<file path="src/verilog/sgps_cfg.svh">
// Register map, field positions and reset values of the group selector.
// Assumes inclusion by the package, the selector top and the bench only.
`ifndef SGPS_CFG_SVH
`define SGPS_CFG_SVH

// ==========================================================
// Register offsets (byte addresses)
`define SGPS_A_CTRL    8'h00
`define SGPS_A_REMOTE  8'h04
`define SGPS_A_LOCAL   8'h08
`define SGPS_A_STATUS  8'h0c
`define SGPS_A_RISE_EN 8'h10
`define SGPS_A_FALL_EN 8'h14
`define SGPS_A_TIME    8'h18
`define SGPS_A_EVPOP   8'h1c
`define SGPS_A_EVRISE  8'h20
`define SGPS_A_EVFALL  8'h24
`define SGPS_A_EVTIME  8'h28

// ==========================================================
// Control, target and overflow fields
`define SGPS_USED_MSB  2
`define SGPS_USED_LSB  0
`define SGPS_FEN_BIT   3
`define SGPS_FGRP_MSB  7
`define SGPS_FGRP_LSB  4
`define SGPS_TGT_MSB   3
`define SGPS_TGT_LSB   0
`define SGPS_TGT_MAX   4'h8
`define SGPS_OVF_BIT   27

// ==========================================================
// Event status vector layout
`define SGPS_EV_W      30
`define SGPS_EV_ENA    0
`define SGPS_EV_REQ    8
`define SGPS_EV_ACT    16
`define SGPS_EV_REM    24
`define SGPS_EV_LOC    25
`define SGPS_EV_FRC    26
`define SGPS_EV_FNC    27
`define SGPS_EV_FFR    28
`define SGPS_EV_FPR    29
`define SGPS_STAT_RST  30'h00010001
`define SGPS_EVEN_RST  30'h3fffffff

`endif

</file>
<file path="src/verilog/sgps_pkg.sv">
// Types shared by the group selector, its checker and its bench.
// Assumes the constants header is on the include path.
`include "sgps_cfg.svh"

package sgps_pkg;
   typedef logic [2:0]              sgps_group_t;
   typedef logic [3:0]              sgps_target_t;
   typedef logic [`SGPS_EV_W-1:0]   sgps_evvec_t;
endpackage : sgps_pkg

</file>
<file path="src/verilog/sgps_event_ram.sv">
// Event buffer storage: one write port, one registered read port.
// Assumes a single clock and a clock enable from the selector.
`timescale 1ns/100ps

module sgps_event_ram
#(
   parameter int WIDTH = 92,
   parameter int AW    = 4
)
(
   input  wire logic             clk,
   input  wire logic             ce,
   input  wire logic             we,
   input  wire logic [AW-1:0]    waddr,
   input  wire logic [WIDTH-1:0] wdata,
   input  wire logic [AW-1:0]    raddr,
   output logic      [WIDTH-1:0] rdata
);
   logic [WIDTH-1:0] mem [0:(1<<AW)-1];

   always_ff @(posedge clk)
   begin
      if (ce)
      begin
         if (we)
            mem[waddr] <= wdata;
         rdata <= mem[raddr];
      end
   end
endmodule : sgps_event_ram

</file>
<file path="src/verilog/sgps_selector.sv">
// Eight-way setting group priority selector with APB registers and a
// time-stamped event buffer.
// Assumes group_req comes from pins or other clocks; APB on pclk.
`timescale 1ns/100ps
`include "sgps_cfg.svh"

module sgps_selector
#(
   parameter int EV_AW = 4,
   parameter int TS_W  = 32
)
(
   input  wire logic                 pclk,
   input  wire logic                 presetn,
   input  wire logic                 ce,
   input  wire logic                 psel,
   input  wire logic                 penable,
   input  wire logic                 pwrite,
   input  wire logic [7:0]           paddr,
   input  wire logic [31:0]          pwdata,
   output logic      [31:0]          prdata,
   output logic                      pready,
   output logic                      pslverr,
   input  wire logic [7:0]           group_req,
   output sgps_pkg::sgps_group_t     active_group
);
   import sgps_pkg::*;

   localparam int EVW = `SGPS_EV_W;
   localparam int MW  = 2 * EVW + TS_W;

   // ==========================================================
   // Helpers
   function automatic logic [3:0] first_set(input logic [7:0] v);
      logic [3:0] r;
      r = 4'h0;
      for (int i = 7; i >= 0; i--)
         if (v[i])
            r = {1'b1, 3'(i)};
      return r;
   endfunction : first_set

   function automatic logic [7:0] onehot(input sgps_group_t g);
      return 8'h01 << g;
   endfunction : onehot

   function automatic logic [7:0] upto(input sgps_group_t n);
      logic [7:0] m;
      m = 8'h00;
      for (int i = 0; i < 8; i++)
         m[i] = (3'(i) <= n);
      return m;
   endfunction : upto

   function automatic sgps_group_t tgt_idx(input sgps_target_t t);
      return 3'(t - 4'h1);
   endfunction : tgt_idx

   // ==========================================================
   // Registers and state
   logic [7:0]             req_s1;
   logic [7:0]             req_s2;
   sgps_group_t            used_count;
   logic                   force_en;
   sgps_target_t           force_group;
   logic                   remote_pulse;
   logic                   local_pulse;
   sgps_target_t           remote_tgt;
   sgps_target_t           local_tgt;
   sgps_evvec_t            rise_en;
   sgps_evvec_t            fall_en;
   sgps_evvec_t            prev_stat;
   logic [TS_W-1:0]        tstamp;
   logic                   overflow;
   logic [EV_AW-1:0]       wr_ptr;
   logic [EV_AW-1:0]       rd_ptr;
   logic [EV_AW:0]         ev_count;
   logic                   rd_wait;
   logic                   pop_ok;
   sgps_evvec_t            ev_rise;
   sgps_evvec_t            ev_fall;
   logic [TS_W-1:0]        ev_time;
   logic [MW-1:0]          ram_q;

   // ==========================================================
   // Request resolution
   wire [7:0]        used_mask   = upto(used_count);
   wire [7:0]        valid_req   = req_s2 & used_mask;
   wire [7:0]        bad_req     = req_s2 & ~used_mask;
   wire [3:0]        lvl_enc     = first_set(valid_req);
   wire              lvl_hit     = lvl_enc[3];
   wire sgps_group_t lvl_idx     = lvl_enc[2:0];
   // Winner is the highest held level; all lower ones wait
   wire              lvl_blocked = lvl_hit &&
                     ((valid_req & ~onehot(lvl_idx)) != 8'h00);

   wire              soft_valid  = remote_pulse | local_pulse;
   wire sgps_target_t soft_tgt   = remote_pulse ? remote_tgt : local_tgt;
   wire sgps_group_t soft_idx    = tgt_idx(soft_tgt);
   wire              soft_in_use = soft_valid && (soft_tgt != 4'h0) &&
                                   (soft_tgt <= `SGPS_TGT_MAX) &&
                                   used_mask[soft_idx];
   // A held level of equal or higher priority keeps control
   wire              soft_apply  = soft_in_use &&
                                   (!lvl_hit || soft_idx < lvl_idx);
   wire              soft_reject = soft_in_use && !soft_apply;

   wire              frc_on      = force_en && (force_group != 4'h0);
   wire sgps_group_t frc_idx     = tgt_idx(force_group);
   wire              frc_ok      = frc_on && used_mask[frc_idx] &&
                                   (force_group <= `SGPS_TGT_MAX);
   wire              frc_fail    = frc_on && !frc_ok;

   wire              fail_nc     = (bad_req != 8'h00) ||
                                   (soft_valid && !soft_in_use);
   wire              fail_prio   = !frc_on &&
                                   (lvl_blocked || soft_reject);
   // Levels re-evaluate each cycle; absence of any request holds the
   // last choice, so a pulse-chosen group stays
   wire sgps_group_t auto_idx    = soft_apply ? soft_idx :
                                   lvl_hit    ? lvl_idx  :
                                   active_group;
   // Unless force is on, shrinking the used set drops a stale choice back to group one
   wire sgps_group_t next_active =
      frc_on ? (frc_ok ? frc_idx : active_group) :
      !used_mask[auto_idx] ? 3'h0 : auto_idx;

   // ==========================================================
   // Event detection
   wire sgps_evvec_t stat = {fail_prio, frc_fail, fail_nc, frc_on,
                             local_pulse, remote_pulse,
                             onehot(active_group), req_s2, used_mask};
   wire sgps_evvec_t rise_sel = stat & ~prev_stat & rise_en;
   wire sgps_evvec_t fall_sel = ~stat & prev_stat & fall_en;
   wire              ev_any   = (rise_sel | fall_sel) != '0;
   wire              ev_full  = ev_count[EV_AW];
   wire              ev_push  = ev_any && !ev_full;
   // Time stamp taken in the same cycle the status changed
   wire [MW-1:0]     ev_word  = {tstamp, fall_sel, rise_sel};

   // ==========================================================
   // APB decode
   wire acc      = psel & penable;
   wire wr_fire  = acc & pwrite;
   wire rd_done  = acc & ~pwrite & rd_wait;
   wire sel_ctrl = paddr == `SGPS_A_CTRL;
   wire sel_rem  = paddr == `SGPS_A_REMOTE;
   wire sel_loc  = paddr == `SGPS_A_LOCAL;
   wire sel_stat = paddr == `SGPS_A_STATUS;
   wire sel_rise = paddr == `SGPS_A_RISE_EN;
   wire sel_fall = paddr == `SGPS_A_FALL_EN;
   wire sel_time = paddr == `SGPS_A_TIME;
   wire sel_pop  = paddr == `SGPS_A_EVPOP;
   wire sel_evr  = paddr == `SGPS_A_EVRISE;
   wire sel_evf  = paddr == `SGPS_A_EVFALL;
   wire sel_evt  = paddr == `SGPS_A_EVTIME;
   wire addr_ok  = sel_ctrl | sel_rem | sel_loc | sel_stat | sel_rise |
                   sel_fall | sel_time | sel_pop | sel_evr | sel_evf |
                   sel_evt;
   wire ev_pop   = rd_done & sel_pop & pop_ok;
   wire ovf_clr  = wr_fire & sel_stat & pwdata[`SGPS_OVF_BIT];

   // Reads take one wait cycle so the data comes from a flip-flop
   assign pready  = pwrite | rd_wait;
   assign pslverr = acc & pready & ~addr_ok;

   wire [31:0] ctrl_rd = {24'h0, force_group, force_en, used_count};
   wire [31:0] stat_rd = {4'h0, overflow, fail_prio, frc_fail, fail_nc,
                          used_mask, req_s2, 5'h0, active_group};
   wire [31:0] pop_rd  = {26'h0, ev_count, (ev_count != '0)};
   wire [31:0] rd_mux  =
      sel_ctrl ? ctrl_rd :
      sel_stat ? stat_rd :
      sel_rise ? 32'(rise_en) :
      sel_fall ? 32'(fall_en) :
      sel_time ? 32'(tstamp) :
      sel_pop  ? pop_rd :
      sel_evr  ? 32'(ev_rise) :
      sel_evf  ? 32'(ev_fall) :
      sel_evt  ? 32'(ev_time) :
      32'h0;

   // ==========================================================
   // Pin synchronisers and selection state
   always_ff @(posedge pclk or negedge presetn)
   begin
      if (!presetn)
      begin
         req_s1 <= 8'h00;
         req_s2 <= 8'h00;
      end
      else if (ce)
      begin
         req_s1 <= group_req;
         req_s2 <= req_s1;
      end
   end

   always_ff @(posedge pclk or negedge presetn)
   begin
      if (!presetn)
         active_group <= 3'h0;
      else if (ce)
         active_group <= next_active;
   end

   always_ff @(posedge pclk or negedge presetn)
   begin
      if (!presetn)
      begin
         used_count  <= 3'h0;
         force_en    <= 1'b0;
         force_group <= 4'h0;
         rise_en     <= `SGPS_EVEN_RST;
         fall_en     <= `SGPS_EVEN_RST;
      end
      else if (ce)
      begin
         if (wr_fire && sel_ctrl)
         begin
            used_count  <= pwdata[`SGPS_USED_MSB:`SGPS_USED_LSB];
            force_en    <= pwdata[`SGPS_FEN_BIT];
            force_group <= pwdata[`SGPS_FGRP_MSB:`SGPS_FGRP_LSB];
         end
         if (wr_fire && sel_rise)
            rise_en <= pwdata[EVW-1:0];
         if (wr_fire && sel_fall)
            fall_en <= pwdata[EVW-1:0];
      end
   end

   // Remote and local changes are single-cycle requests
   always_ff @(posedge pclk or negedge presetn)
   begin
      if (!presetn)
      begin
         remote_pulse <= 1'b0;
         local_pulse  <= 1'b0;
         remote_tgt   <= 4'h0;
         local_tgt    <= 4'h0;
      end
      else if (ce)
      begin
         remote_pulse <= wr_fire && sel_rem &&
                         pwdata[`SGPS_TGT_MSB:`SGPS_TGT_LSB] != 4'h0;
         local_pulse  <= wr_fire && sel_loc &&
                         pwdata[`SGPS_TGT_MSB:`SGPS_TGT_LSB] != 4'h0;
         if (wr_fire && sel_rem)
            remote_tgt <= pwdata[`SGPS_TGT_MSB:`SGPS_TGT_LSB];
         if (wr_fire && sel_loc)
            local_tgt <= pwdata[`SGPS_TGT_MSB:`SGPS_TGT_LSB];
      end
   end

   // ==========================================================
   // Event buffer
   always_ff @(posedge pclk or negedge presetn)
   begin
      if (!presetn)
      begin
         prev_stat <= `SGPS_STAT_RST;
         tstamp    <= '0;
         overflow  <= 1'b0;
      end
      else if (ce)
      begin
         prev_stat <= stat;
         tstamp    <= tstamp + 1'b1;
         // A new loss outranks a clear in the same cycle
         if (ev_any && ev_full)
            overflow <= 1'b1;
         else if (ovf_clr)
            overflow <= 1'b0;
      end
   end

   always_ff @(posedge pclk or negedge presetn)
   begin
      if (!presetn)
      begin
         wr_ptr   <= '0;
         rd_ptr   <= '0;
         ev_count <= '0;
      end
      else if (ce)
      begin
         if (ev_push)
            wr_ptr <= wr_ptr + 1'b1;
         if (ev_pop)
            rd_ptr <= rd_ptr + 1'b1;
         ev_count <= ev_count + (EV_AW+1)'(ev_push) -
                     (EV_AW+1)'(ev_pop);
      end
   end

   sgps_event_ram
   #(
      .WIDTH (MW),
      .AW    (EV_AW)
   )
   u_ram
   (
      .clk   (pclk),
      .ce    (ce),
      .we    (ev_push),
      .waddr (wr_ptr),
      .wdata (ev_word),
      .raddr (rd_ptr),
      .rdata (ram_q)
   );

   // ==========================================================
   // Read path
   always_ff @(posedge pclk or negedge presetn)
   begin
      if (!presetn)
      begin
         rd_wait <= 1'b0;
         pop_ok  <= 1'b0;
         prdata  <= 32'h0;
      end
      else if (ce)
      begin
         rd_wait <= acc & ~pwrite & ~rd_wait;
         if (acc && !pwrite && !rd_wait)
         begin
            prdata <= rd_mux;
            // Emptiness judged before a same-cycle push lands
            pop_ok <= ev_count != '0;
         end
      end
   end

   always_ff @(posedge pclk or negedge presetn)
   begin
      if (!presetn)
      begin
         ev_rise <= '0;
         ev_fall <= '0;
         ev_time <= '0;
      end
      else if (ce && ev_pop)
      begin
         ev_rise <= ram_q[EVW-1:0];
         ev_fall <= ram_q[2*EVW-1:EVW];
         ev_time <= ram_q[MW-1:2*EVW];
      end
   end
endmodule : sgps_selector

</file>
<file path="config.mk">
export PLATFORM = sky130hd
export DESIGN_NAME = sgps_selector
export DESIGN_NICKNAME = d
export VERILOG_FILES = /design/src/verilog/sgps_pkg.sv /design/src/verilog/sgps_event_ram.sv /design/src/verilog/sgps_selector.sv
export VERILOG_INCLUDE_DIRS = /design/src /design/src/verilog
export SDC_FILE = /design/constraint.sdc
export NUM_CORES = 2
export LEC_CHECK = 0
export BUFFER_PORTS_ARGS = -buffer_cell sky130_fd_sc_hd__buf_2
export CAP_MARGIN = 40
export CORE_ASPECT_RATIO = 0.7
export CORE_MARGIN = 2
export CORE_UTILIZATION = 35
export DETAILED_ROUTE_END_ITERATION = 6
export SETUP_SLACK_MARGIN = 0.2
export SLEW_MARGIN = 20
export SYNTH_ARGS = -nofsm -noshare
export SYNTH_HDL_FRONTEND = slang
export SYNTH_SLANG_ARGS = --single-unit
</file>
<file path="constraint.sdc">
create_clock -name pclk -period 16.67 [get_ports pclk]
set_input_delay 0.8335 -clock pclk [delete_from_list [all_inputs] [get_ports pclk]]
set_output_delay 0.8335 -clock pclk [all_outputs]
set_load 0.02 [all_outputs]
</file>
==> impl_metrics.yaml <==
job:
  cap_viol_max_count: 0
global_route:
  grt_pass1_wl_mm: 278
  gr-usage-all-layers_pct: 18.3
  grt_pass1_vias: 36628
  antenna_found_initial: 16
  grt_max_degree: 167
  grt_overflow: 0
sta:
  fin_tns_setup_ns: 0
  fin_crit_sh_pct: 38.0
  fin_skew_ns: 0.0855
  setup_viol: 0
  grt_setup_unrepaired: "false"
  min_period_ns: 6.34
  clock.fmax_mhz: 158
  slew_headroom_pct: 35.6
  worst_pin_slew_ns: 0.967
  maxSlewViolCount: 0
  final_hold_viol_count: 0
synthesis:
  synth_most_common_cell: "edfxtp_1"
  synth_area_sq_um: 72700
  async_reset_ff_share_pct: 16.0
  synthAdderAreaFrac_pct: 0.313
  synth_compound_area_share_pct: 2.30
  ys_seq_area_share_pct: 75.0
  synth_cell_types: 76
  syn_area_per_cell_sq_um: 20.6
  ys_warn_count: 0
  synth_top_area_share_pct: 64.6
  synth_top_family_by_area: "multiplexers"
  synth_seq_cells: 1863
  synth_xor_area_share_pct: 0.542
  synth_simple_gate_area_share_pct: 2.64
  synth_area_leaders: "edfxtp_1, mux4_2, dfrtp_1"
  synth_common_cells: "edfxtp_1, mux4_2, dfrtp_1, mux2_2, clkbuf_1"
  synth_top_cell_by_area: "edfxtp_1"
  synth_edf_count: 1564
  muxShareOfSynthArea_pct: 17.9
  syn_inst: 3524
  synth_top_flop_cell: "edfxtp_1"
finish:
  nNetsFinal: 3873
  areaGrowthSynthToFinish_pct: 14.9
  drive_gt1_share_pct: 32.2
  fin_util_pct: 40.6
clock_network:
  cts_buffers: 172
  cts_resized: 0
  ctsRootBufferMaster: "clkbuf_16"
  post_cts.repair.setup_buffers: 0
  ctsHoldBuffers: 0
  cts_sinks: 1863
  clk_pin_slew_ns: 0.07
  clk_latency_ns: 0.83
  h-tree-depth: 4
  clockBufferDepth: 4
  cts_tree: "done"
worst_hold_path:
  hp-class: "in -> async"
drt:
  routed_wl_mm: 195
  drt_first_pass_iters: 5
  drtIter0Drc: 4698
  viasPerCell: 5.53
  dr_total_vias: 36950
  route.detailed.drc: 0
  wl_per_cell_um: 29.2
  postRouteAntennaNets: 0
die:
  num_rows: 139
  fp.dieH_um: 385
  pin_count: 91
  coreArea_sq_um: 206000
  fp.dieArea_sq_um: 211000
  fp.dieW_um: 549
  initial_core_util_pct: 35.3
setup_path:
  rr_worst_depth: 14
  critPathMaxFanout: 24
  end_kind: "register"
  arrival_ns: 6.77
  worst-setup-path-type: "reg -> reg"
  cp_data_required_time_ns: 17.11
  start_kind: "register"
pwr:
  power_density_nw_per_um2: 114
  vdd_drop_max_uv: 72.5
  p_leak_nw: 28.4
placed_design:
  dp_hpwl_mm: 115
  finalWeightedCongestion: 0.846
  io_buffer_count: 88
status:
  status: "completed"
cells in the final DEF, fill, tap and decap left out, types with 57 or more instances in the layout:
| cell type | count |
|---|---|
| mux4_2 | 460 |
| inv_1 | 57 |
| a21oi_1 | 88 |
| o21ai_0 | 59 |
| dfstp_2 | 62 |
| mux2_2 | 195 |
| buf_4 | 139 |
| nor2_1 | 104 |
| buf_2 | 89 |
| nand2_1 | 116 |
| dfrtp_1 | 233 |
| clkbuf_16 | 174 |
| edfxtp_1 | 1564 |
per-stage QoR:
stage | hold WS (ns) | setup slack (ns) | std cells | cell area (sq um) | total power [mW]
after CTS | 0.0223 | 10.39 | 6662 | 83300 | 9.58
after detailed placement | 0.465 | 10.47 | 6359 | 77900 | 5.74
after floorplan | 0.450 | 3.32 | 3539 | 72800 | 5.54
final | 0.0235 | 10.33 | 6685 | 83600 | 9.51
after global routing | 0.0634 | 10.02 | 6683 | 83600 | 9.81
after global placement | 0.458 | 10.34 | 6307 | 77000 | 5.72
power by group:
group          switching (mW)  internal, mW  total [mW]
Combinational           0.234         0.125       0.359
Clock                    1.71          2.16        3.87
Sequential              0.132          5.16        5.29
layer usage:
metal / track usage, % / share of wire [%] / vias to the layer above
met2: 28.2 / 46 / 1525
met5: 0 / 0.0092 / -
met4: 4.01 / 2.2 / 2
li1: - / - / 14979
met3: 3.13 / 7.5 / 279
met1: 27.3 / 44 / 20165
flip-flops by register name, summed over array words and instances, names as in the netlist, 3 cells and up:
register      cells
u_ram.rdata      92
req_s1            8
remote_tgt        4
ev_time          32
ev_count          5
ev_rise          30
active_group      3
wr_ptr            4
force_group       4
used_count        3
tstamp           32
local_tgt         4
rd_ptr            4
rise_en          30
req_s2            8
u_ram.mem      1472
prdata           32
ev_fall          30
fall_en          30
prev_stat        30
final timing paths:
| kind | endpoint | slack [ns] | start |
|---|---|---|---|
| worst max-delay path | u_ram.mem[11][44]$_DFFE_PP_ | 10.33 | remote_pulse$_DFFE_PN0P_ |
| worst max register to register | u_ram.mem[11][44]$_DFFE_PP_ | 10.33 | remote_pulse$_DFFE_PN0P_ |
| worst min register to register | ev_time[26]$_DFFE_PN0P_ | 0.43 | u_ram.rdata[86]$_DFFE_PP_ |
| min in group pclk | fall_en[28]$_DFFE_PN1P_ | 0.25 | pwdata[28] |
| max in group asynchronous | ev_rise[5]$_DFFE_PN0P_ | 15.12 | presetn |
| worst min-delay path | ev_time[11]$_DFFE_PN0P_ | 0.02 | presetn |
layout make-up:
class | count | area, sq um
Fill cell | 18020 | 122000
Sequential cell | 1863 | 54500
Multi-Input combinational cell | 1438 | 17500
Clock buffer | 242 | 4790
Tap cell | 2749 | 3440
Timing Repair Buffer | 271 | 2480
Clock inverter | 61 | 607
Inverter | 57 | 214
Antenna cell | 4 | 10.0
critical path, stage by stage (launching register included):
cell and delay, ns:
dfrtp_1 0.72, mux2i_1 0.57, ha_1 0.31, nor2b_1 0.17, xnor2_1 0.13, a22oi_1 0.13
o32ai_1 0.50, and4_1 0.68, or4_4 0.27, nor3_4 0.05, buf_8 0.17, or3b_1 0.58
nor2_4 0.70, buf_4 0.57, buf_12 0.31
cells by family (layout without fill, tap and decap cells):
group | after synthesis | after routing
XOR/XNOR | 45 | 45
AND/OR/NAND/NOR | 388 | 388
buffers and inverters | 238 | 631
AO/OA/AOI/OAI | 267 | 267
multiplexers | 704 | 704
adder cells (fa/ha/maj) | 18 | 18
flip-flops | 1863 | 1863
other | 1 | 20
(Power assumes the default switching activity.)
